**src/rtl/ugp_regs.svh**
```systemverilog
/*
 Register addresses, reset values and pin positions of the upper GPIO ports.
 Assumes inclusion by bare name from the design files.
*/
`ifndef UGP_REGS_SVH
`define UGP_REGS_SVH

`define UGP_PAGE_F      8'h0f
`define UGP_P4_ADDR     8'hc8
`define UGP_P5_ADDR     8'hd8
`define UGP_P6_ADDR     8'he8
`define UGP_P7_ADDR     8'hf8
`define UGP_M4_ADDR     8'h9c
`define UGP_M5_ADDR     8'h9d
`define UGP_M6_ADDR     8'h9e
`define UGP_M7_ADDR     8'h9f
`define UGP_LATCH_RST   8'hff
`define UGP_MODE_RST    8'h00
`define UGP_PIN_RST     1'b1
`define UGP_BIT_MSB     2
`define UGP_ROW_LSB     3
`define UGP_EMIF_WR_BIT 7
`define UGP_EMIF_RD_BIT 6
`define UGP_EMIF_AL_BIT 5
`define UGP_NPORTS      4
`define UGP_PORT_W      8

`endif

```
**src/rtl/ugp_pkg.sv**
```systemverilog
/*
 Shared types of the upper GPIO ports.
 Assumes nothing of its surroundings.
*/
package ugp_pkg;
    typedef logic [7:0]      ugp_byte_t;
    typedef logic [1:0]      ugp_idx_t;
    typedef logic [3:0][7:0] ugp_bank_t;
    typedef logic [2:0]      ugp_hit_t;
endpackage

```
**src/rtl/ugp_gpio_top.sv**
```systemverilog
/*
 Upper GPIO ports 4 to 7: paged byte and bit access to data latches,
 output-type selection, pin reads and memory-interface strobe override.
 Assumes a paged register bus on CORE_CLK and pads resolved from PIN_OUT/PIN_OE.
*/
// What this block does
// - Port latches byte- and bit-accessible
// - Normal reads return sensed pin levels
// - Read-modify-write reads return latch contents
// - Push-pull: zero drives low, one high
// - Open-drain: zero drives low, one releases
// - Per-pin mode bit: set push-pull, clear open-drain
// - Latches and inputs usable without pins
// - Memory interface strobes drive port 4 top
`timescale 1ns/1ps
`include "ugp_regs.svh"

module ugp_gpio_top
    import ugp_pkg::*;
(
    input  wire logic        CORE_CLK,
    input  wire logic        RST,
    input  wire logic [7:0]  SFR_PAGE,
    input  wire logic [7:0]  SFR_ADDR,
    input  wire logic        SFR_WR,
    input  wire logic        SFR_RD,
    input  wire logic        SFR_RMW,
    input  wire logic [7:0]  SFR_WDATA,
    output logic      [7:0]  SFR_RDATA,
    output logic             SFR_HIT,
    input  wire logic [7:0]  BIT_ADDR,
    input  wire logic        BIT_WR,
    input  wire logic        BIT_RD,
    input  wire logic        BIT_WDATA,
    output logic             BIT_RDATA,
    output logic             BIT_HIT,
    input  wire logic        EMIF_EN,
    input  wire logic        EMIF_WR_N,
    input  wire logic        EMIF_RD_N,
    input  wire logic        EMIF_ALE,
    input  wire logic [31:0] PIN_IN,
    output logic      [31:0] PIN_OUT,
    output logic      [31:0] PIN_OE
);
    ugp_bank_t   port_latch;
    ugp_bank_t   port_output_type_select;
    ugp_bank_t   next_port_latch;
    ugp_bank_t   next_port_output_type_select;
    logic [31:0] pin_level;
    logic [7:0]  next_sfr_rdata;
    logic        next_sfr_hit;
    logic        next_bit_rdata;
    logic        next_bit_hit;
    logic [31:0] next_pin_out;
    logic [31:0] next_pin_oe;
    ugp_hit_t    byte_dec;
    ugp_hit_t    bit_dec;
    ugp_hit_t    mode_dec;
    logic        page_ok;

    // Latch decode; bit form ignores the low three address bits
    function automatic ugp_hit_t latch_decode(input ugp_byte_t a, input logic bit_form);
        ugp_byte_t m;
        m = bit_form ? {a[7:`UGP_ROW_LSB], 3'h0} : a;
        if (m == `UGP_P4_ADDR) begin
            latch_decode = 3'h4;
        end else if (m == `UGP_P5_ADDR) begin
            latch_decode = 3'h5;
        end else if (m == `UGP_P6_ADDR) begin
            latch_decode = 3'h6;
        end else if (m == `UGP_P7_ADDR) begin
            latch_decode = 3'h7;
        end else begin
            latch_decode = 3'h0;
        end
    endfunction

    // Mode register decode; byte access only
    function automatic ugp_hit_t mode_decode(input ugp_byte_t a);
        if (a == `UGP_M4_ADDR) begin
            mode_decode = 3'h4;
        end else if (a == `UGP_M5_ADDR) begin
            mode_decode = 3'h5;
        end else if (a == `UGP_M6_ADDR) begin
            mode_decode = 3'h6;
        end else if (a == `UGP_M7_ADDR) begin
            mode_decode = 3'h7;
        end else begin
            mode_decode = 3'h0;
        end
    endfunction

    // Pin levels for reads, synchronised whether or not pins exist
    ugp_sync #(
        .WIDTH (32)
    ) u_sync (
        .clk  (CORE_CLK),
        .rst  (RST),
        .din  (PIN_IN),
        .dout (pin_level)
    );

    always_comb begin
        next_port_latch              = port_latch;
        next_port_output_type_select = port_output_type_select;
        next_sfr_rdata               = 8'h00;
        next_sfr_hit                 = 1'b0;
        next_bit_rdata               = 1'b0;
        next_bit_hit                 = 1'b0;

        // Address decode and page gate
        byte_dec                     = latch_decode(SFR_ADDR, 1'b0);
        bit_dec                      = latch_decode(BIT_ADDR, 1'b1);
        mode_dec                     = mode_decode(SFR_ADDR);
        page_ok                      = (SFR_PAGE == `UGP_PAGE_F);

        // Byte writes
        if (page_ok && SFR_WR) begin
            if (byte_dec[2]) begin
                next_port_latch[byte_dec[1:0]] = SFR_WDATA;
            end else if (mode_dec[2]) begin
                next_port_output_type_select[mode_dec[1:0]] = SFR_WDATA;
            end
        end

        // Bit writes, applied after any byte write
        if (page_ok && BIT_WR && bit_dec[2]) begin
            next_port_latch[bit_dec[1:0]][BIT_ADDR[`UGP_BIT_MSB:0]] = BIT_WDATA;
        end

        // Byte reads
        if (page_ok && SFR_RD) begin
            if (byte_dec[2]) begin
                next_sfr_hit = 1'b1;
                if (SFR_RMW) begin
                    next_sfr_rdata = port_latch[byte_dec[1:0]];
                end else begin
                    next_sfr_rdata = pin_level[byte_dec[1:0]*`UGP_PORT_W +: `UGP_PORT_W];
                end
            end else if (mode_dec[2]) begin
                next_sfr_hit   = 1'b1;
                next_sfr_rdata = port_output_type_select[mode_dec[1:0]];
            end
        end

        // Bit reads
        if (page_ok && BIT_RD && bit_dec[2]) begin
            next_bit_hit = 1'b1;
            if (SFR_RMW) begin
                next_bit_rdata = port_latch[bit_dec[1:0]][BIT_ADDR[`UGP_BIT_MSB:0]];
            end else begin
                next_bit_rdata = pin_level[{bit_dec[1:0], BIT_ADDR[`UGP_BIT_MSB:0]}];
            end
        end
    end

    // Pin drive
    always_comb begin
        logic val;
        logic pp;
        val          = 1'b0;
        pp           = 1'b0;
        next_pin_out = 32'h0000_0000;
        next_pin_oe  = 32'h0000_0000;

        for (int p = 0; p < `UGP_NPORTS; p++) begin
            for (int b = 0; b < `UGP_PORT_W; b++) begin
                val = port_latch[p][b];
                pp  = port_output_type_select[p][b];
                // Memory interface strobes own port 4 top
                if (p == 0 && EMIF_EN) begin
                    if (b == `UGP_EMIF_WR_BIT) begin
                        val = EMIF_WR_N;
                        pp  = 1'b1;
                    end else if (b == `UGP_EMIF_RD_BIT) begin
                        val = EMIF_RD_N;
                        pp  = 1'b1;
                    end else if (b == `UGP_EMIF_AL_BIT) begin
                        val = EMIF_ALE;
                        pp  = 1'b1;
                    end
                end

                // Open-drain releases instead of driving high
                if (pp) begin
                    next_pin_out[p*`UGP_PORT_W+b] = val;
                    next_pin_oe[p*`UGP_PORT_W+b]  = 1'b1;
                end else begin
                    next_pin_out[p*`UGP_PORT_W+b] = 1'b0;
                    next_pin_oe[p*`UGP_PORT_W+b]  = ~val;
                end
            end
        end
    end

    // Register stage; every output from a flop
    always_ff @(posedge CORE_CLK) begin
        if (RST) begin
            port_latch              <= {`UGP_NPORTS{`UGP_LATCH_RST}};
            port_output_type_select <= {`UGP_NPORTS{`UGP_MODE_RST}};
            SFR_RDATA               <= 8'h00;
            SFR_HIT                 <= 1'b0;
            BIT_RDATA               <= 1'b0;
            BIT_HIT                 <= 1'b0;
            PIN_OUT                 <= 32'h0000_0000;
            PIN_OE                  <= 32'h0000_0000;
        end else begin
            port_latch              <= next_port_latch;
            port_output_type_select <= next_port_output_type_select;
            SFR_RDATA               <= next_sfr_rdata;
            SFR_HIT                 <= next_sfr_hit;
            BIT_RDATA               <= next_bit_rdata;
            BIT_HIT                 <= next_bit_hit;
            PIN_OUT                 <= next_pin_out;
            PIN_OE                  <= next_pin_oe;
        end
    end
endmodule

```
**src/rtl/ugp_sync.sv**
```systemverilog
/*
 Three-stage pin synchroniser; output follows once stages two and three agree.
 Assumes asynchronous inputs and one clock with synchronous reset.
*/
`timescale 1ns/1ps
`include "ugp_regs.svh"

module ugp_sync
    import ugp_pkg::*;
#(
    parameter int WIDTH = 32
) (
    input  wire logic             clk,
    input  wire logic             rst,
    input  wire logic [WIDTH-1:0] din,
    output logic      [WIDTH-1:0] dout
);
    logic [WIDTH-1:0] stage1;
    logic [WIDTH-1:0] stage2;
    logic [WIDTH-1:0] stage3;
    logic [WIDTH-1:0] next_dout;

    always_comb begin
        next_dout = dout;
        for (int i = 0; i < WIDTH; i++) begin
            if (stage2[i] == stage3[i]) begin
                next_dout[i] = stage3[i];
            end
        end
    end

    always_ff @(posedge clk) begin
        if (rst) begin
            stage1 <= {WIDTH{`UGP_PIN_RST}};
            stage2 <= {WIDTH{`UGP_PIN_RST}};
            stage3 <= {WIDTH{`UGP_PIN_RST}};
            dout   <= {WIDTH{`UGP_PIN_RST}};
        end else begin
            stage1 <= din;
            stage2 <= stage1;
            stage3 <= stage2;
            dout   <= next_dout;
        end
    end
endmodule

```
**config.mk**
```make
export PLATFORM = sky130hd
export DESIGN_NAME = ugp_gpio_top
export DESIGN_NICKNAME = d
export VERILOG_FILES = /design/src/rtl/ugp_pkg.sv /design/src/rtl/ugp_gpio_top.sv /design/src/rtl/ugp_sync.sv
export VERILOG_INCLUDE_DIRS = /design/src /design/src/rtl
export SDC_FILE = /design/constraint.sdc
export NUM_CORES = 1
export LEC_CHECK = 0
export BUFFER_PORTS_ARGS = -buffer_cell sky130_fd_sc_hd__buf_2
export CAP_MARGIN = 20
export CORE_ASPECT_RATIO = 1.4
export CORE_MARGIN = 2
export CORE_UTILIZATION = 30
export DETAILED_ROUTE_END_ITERATION = 7
export SKIP_LAST_GASP = 1
export SYNTH_ARGS = -nofsm -noshare
export SYNTH_HDL_FRONTEND = slang
export SYNTH_SLANG_ARGS = --single-unit
```
**constraint.sdc**
```tcl
create_clock -name CORE_CLK -period 2.6 [get_ports CORE_CLK]
set_input_delay 0.52 -clock CORE_CLK [delete_from_list [all_inputs] [get_ports CORE_CLK]]
set_output_delay 0.52 -clock CORE_CLK [all_outputs]
set_load 0.005 [all_outputs]
```
Word level (Yosys, flattened, before mapping) --
Index checks and enable logic that the tools add are counted.
Storage, ports and cells: register bits after elaboration 267, input bits 76
Cells by class: order comparisons 9, eq/ne operators 45, shift-type cells 1, muxes and demuxes 81, bitwise logic cells 67, reduce and logical (&&, ||, !) cells 45
Operator list (count):
- $bwmux 32 | 3
- $mux 32 | 3
- $mux 8 | 9
- $reduce_or 2->1 | 34
- $not 1->1 | 67
- $eq 8x8->1 const B | 8
- $bmux 8 s2 | 3
- $demux 8 s2 | 3
- $mux 1 | 45
- $mux 3 | 12
- $eq 1x1->1 | 32
- $shiftx 32x6->8 | 1
- $eq 5x5->1 const B | 4
- $logic_and 1x1->1 | 10
- $lt 2x3->1 const B | 3
- $eq 8x4->1 const B | 1
- $ge 2x1->1 const B | 3
- $lt 5x6->1 const B | 1
- $bmux 1 s5 | 1
- $lt 3x4->1 const B | 1
- $bmux 1 s3 | 1
- $demux 1 s3 | 1
- $ge 3x1->1 const B | 1
- $reduce_and 3->1 | 1

Longest topological paths before layout --
depth after elaboration 14, mapped depth 9

By module --
A second synthesis with hierarchy kept.
Second synthesis, totals: cell total of the unflattened synthesis 1032, area total of the unflattened synthesis 10338.7 um^2
By module, submodules not included:
- ugp_gpio_top | times used 1, cells each 698, area each 6522.5 um^2
- ugp_sync | times used 1, cells each 334, area each 3816.2 um^2

Worst setup path before layout --
OpenSTA, ideal clock, no wires.
kind input to register, start point input port SFR_ADDR[0], end point register SFR_RDATA[2], data arrival time 2312 ps, data required time 2478 ps, setup slack 167 ps, stages on the path 7, path buffers 3, cell sequence buf_2 > nor4bb_1 > and4b_1 > buf_2 > buf_4 > mux4_2 > a221o_1
On the way: longest elaborated chain between the ends 9, elaborated cells on any way between the ends 24, those cells by class eq/ne: 8; shift: 1; mux: 15
RTL lines:
- from (decl) | RTL line ugp_gpio_top.sv:24 | input wire logic [7:0] SFR_ADDR,
- branches (longest 8 deep; another with $shiftx 32x6->8)
- $mux 8 * | RTL line ugp_gpio_top.sv:133 | if (byte_dec[2]) begin
- to (signal assigned) | RTL line ugp_gpio_top.sv:210 | SFR_RDATA <= next_sfr_rdata;
- to (decl) | RTL line ugp_gpio_top.sv:29 | output logic [7:0] SFR_RDATA,
Mark *: on every way between the ends. The select of a mux whose other input is x is not followed. A chain may end at the register's enable or synchronous reset.

Final worst setup path --
start point input port SFR_PAGE[5], end point register port_latch[27] (netlist bit)
On the way: longest elaborated chain between the ends 5, elaborated cells on any way between the ends 7, those cells by class eq/ne: 1; mux: 3; reduce/logical: 3
RTL lines:
- from (decl) | RTL line ugp_gpio_top.sv:23 | input wire logic [7:0] SFR_PAGE,
- $eq 8x4->1 (no line) *
- $logic_and 1x1->1 | RTL line ugp_gpio_top.sv:118 | if (page_ok && SFR_WR) begin
- $mux 32 | RTL line ugp_gpio_top.sv:118
- $bwmux 32 | RTL line ugp_gpio_top.sv:128 | next_port_latch[bit_dec[1:0]][BIT_ADDR[`UGP_BIT_MSB:0]] = BIT_WDATA;
- $mux 32 * | RTL line ugp_gpio_top.sv:127 | if (page_ok && BIT_WR && bit_dec[2]) begin
- to (signal assigned) | RTL line ugp_gpio_top.sv:199 | port_latch <= {`UGP_NPORTS{`UGP_LATCH_RST}};
- to (signal assigned) | RTL line ugp_gpio_top.sv:208 | port_latch <= next_port_latch;
- to (decl) | RTL line ugp_gpio_top.sv:45 | ugp_bank_t port_latch;
Mark *: on every way between the ends. The rest lies on a longest branch, timed or not.

==> results.sh <==
export IMPL_run_status="complete, no violations"
export IMPL_ir_worst_vdd_uv=355.2
export IMPL_die_area_sq_mm=0.03590
export IMPL_synth_edf_count=0
export IMPL_grt_start_max_net_pins=85
export IMPL_dr_first_iter_drc_count=490
export IMPL_wl_microns=29980
export IMPL_vias=8034
export IMPL_fmax_mhz=468.0
export IMPL_yosys_area_top_type="dfxtp_1"
export IMPL_crit_path_end="port_latch[27]"
export IMPL_relSlewSlack_pct=44.18
export IMPL_worst_setup_path_start_kind="input pin"
export IMPL_setup_ws_ns=0.4634
export IMPL_setup_viol=0
export IMPL_placedCellCount=1616
export IMPL_finalCritPeriodShare_pct=82.18
export IMPL_ant_nets=0
export IMPL_ys_seq_elements=267
export IMPL_timing_rr_end="BIT_RDATA"
export IMPL_final_layout_size_suffix_gt1_share_pct=31.85
export IMPL_slew_viol_final=0
export IMPL_gpl_final_weighted_congestion=0.8913
export IMPL_ys_warn_count=0
export IMPL_cts_tree="yes"
export IMPL_grt_pass1_wl_microns=45410
export IMPL_r2r_slack_ns=0.83
export IMPL_layout_common_cells="dfxtp_1, buf_2, nor2_1, a21oi_1, or2_2"
export IMPL_tightest_slew_ns=0.8374
export IMPL_wire_per_inst_microns=17.96
export IMPL_use_met1_pct=18.92
export IMPL_drv_cap=0
export IMPL_hold_viol=0
export IMPL_die_width_microns=160.7
export IMPL_power_density_mw_per_mm2=691.5
export IMPL_ios=151
export IMPL_multiInputGateArea_sq_mm=0.004591
export IMPL_syn_area_sq_mm=0.01031
export IMPL_ctsHoldBuffers=0
export IMPL_cts_buffers=27
export IMPL_drc_errors=0
export IMPL_final_common_cell="dfxtp_1"
export IMPL_pre_cts_slack_ns=-0.09423
export IMPL_first_global_vias=7791
export IMPL_min_from="PIN_IN[21]"
export IMPL_clock_latency_ns=0.57
export IMPL_period_needed_ns=2.137
export IMPL_fin_worst_skew_ns=0.01749
export IMPL_cp_end_kind="flip-flop"
export IMPL_final_nets=1270
export IMPL_cp_max_fo=8
export IMPL_syn_num_nets=1113
export IMPL_globalRouteOverflowTotal=0
export IMPL_p_leak_nw=5.219
export IMPL_ys_types=51
export IMPL_crit_type="in -> reg"
export IMPL_hold_worst_slack_ns=0.1316
export IMPL_worstPathArrival_ns=2.58
export IMPL_rr_startpoint="port_latch[29]"
export IMPL_path_clk_slew_ns=0.06
export IMPL_grt_use_met2_pct=28.93
export IMPL_min_path_type="in -> reg"
export IMPL_ys_flop_type="dfxtp_1"
export IMPL_viasPerCell=4.814
export IMPL_start_util_pct=30.31
export IMPL_grt_usage_pct=16.49
export IMPL_syn2layout_area_growth_pct=23.71
export IMPL_fillCellCount=3441
export IMPL_regArea_sq_mm=0.005345
export IMPL_async_flop_share_pct=0
export IMPL_die_y_microns=223.4
export IMPL_root_buffer="clkbuf_16"
export IMPL_antenna_found_initial=4
export IMPL_rsz0062_at_grt="false"
export IMPL_final_cells=1669
export IMPL_fp_coreArea_sq_mm=0.03403
export IMPL_cts_num_sinks=267
export IMPL_post_cts_buffers=0
export IMPL_gr_usage_met3_pct=2.677
export IMPL_grt_busiest_layer="met2"
export IMPL_firstDrtPassIters=5
export IMPL_cts_resized=0
export IMPL_reg2reg_depth=6
export IMPL_dpl_hpwl_microns=21880
export IMPL_synthCells=1037
export IMPL_seq_area_frac_synth_pct=51.83
export IMPL_synthTopCellsByArea="dfxtp_1, mux2i_1, or2_2"
export IMPL_rows=80
export IMPL_required_ns=3.05
export IMPL_p_total_mw=8.822
export IMPL_port_buffers=150
export IMPL_cp_startpoint="SFR_PAGE[5]"
export IMPL_avgSynthCellArea_sq_um=9.946
export IMPL_clockBufferDepth=3
export IMPL_yosys_area_top_type_share_pct=51.83
export IMPL_cts_max_level=1
-- report_power, final --
| part | switching, mW | total, mW | internal [mW] |
|---|---|---|---|
| clock | 1.72 | 4.29 | 2.57 |
| combinational | 0.203 | 0.357 | 0.154 |
| sequential | 0.0248 | 4.18 | 4.16 |
-- stage by stage --
| stage | setup TNS (ns) | util, % | area (sq um) |
|---|---|---|---|
| 4_1_cts | 0 | 37.47 | 12750 |
| 2_1_floorplan | 0 | - | 10310 |
| 5_1_grt | 0 | 37.47 | 12750 |
| 6_report | 0 | 37.49 | 12760 |
| 3_5_place_dp | -1.551 | 34.58 | 11770 |
| 3_3_place_gp | -0.04392 | 34.58 | 11770 |
-- synth_stat cells, types with 16 or more instances --
library cell / number
a21oi_1: 99
dfxtp_1: 267
mux2_2: 22
inv_1: 33
o21ai_0: 16
or2_2: 97
mux2i_1: 80
mux4_2: 18
clkbuf_1: 46
nor2_1: 116
o21bai_1: 44
nand2_1: 59
-- worst min-delay path by stage --
stage / end / cells past startpoint
2_1_floorplan: u_sync.stage2[0] / 1
3_3_place_gp: u_sync.stage2[3] / 1
3_5_place_dp: u_sync.stage2[1] / 1
4_1_cts: u_sync.stage1[21] / 2
5_1_grt: u_sync.stage1[21] / 2
6_report: u_sync.stage1[21] / 2
-- sequential cells by signal (all words and copies together) (netlist names), 8 cells and up --
name                     cells
u_sync.stage3               32
u_sync.dout                 32
port_latch                  32
port_output_type_select     32
PIN_OUT                     32
SFR_RDATA                    8
u_sync.stage2               32
u_sync.stage1               32
PIN_OE                      32
-- worst max-delay path, cell delays in order --
cell and delay, ns:
buf_2 0.09, or4_4 0.60, nor3_2 0.36, and4_1 0.30, buf_12 0.15, mux2i_1 0.18
a21oi_1 0.05, a311o_1 0.32
-- routing by layer --
metal	share of wire [%]	vias up
li1	-	3885
met1	40	3781
met2	49	291
met3	5.8	75
met4	5.6	2
met5	0.037	-
-- logic make-up after synthesis --
family	count (synthesis)	share of synthesized area, %
flops	267	51.83
simple gates	358	18.61
compound gates	197	11.80
mux	120	14.10
buf+inv	95	3.664
-- area by class of cell --
type,count,area share [%]
clock buffers,33,5.551
repair buffers,190,8.973
clock inverters,17,2.148
well taps,451,4.423
flip-flops and latches,267,41.89
multi-input cells,675,35.98
inverters,33,0.9709
diodes,3,0.05884
(Power assumes the default switching activity.)
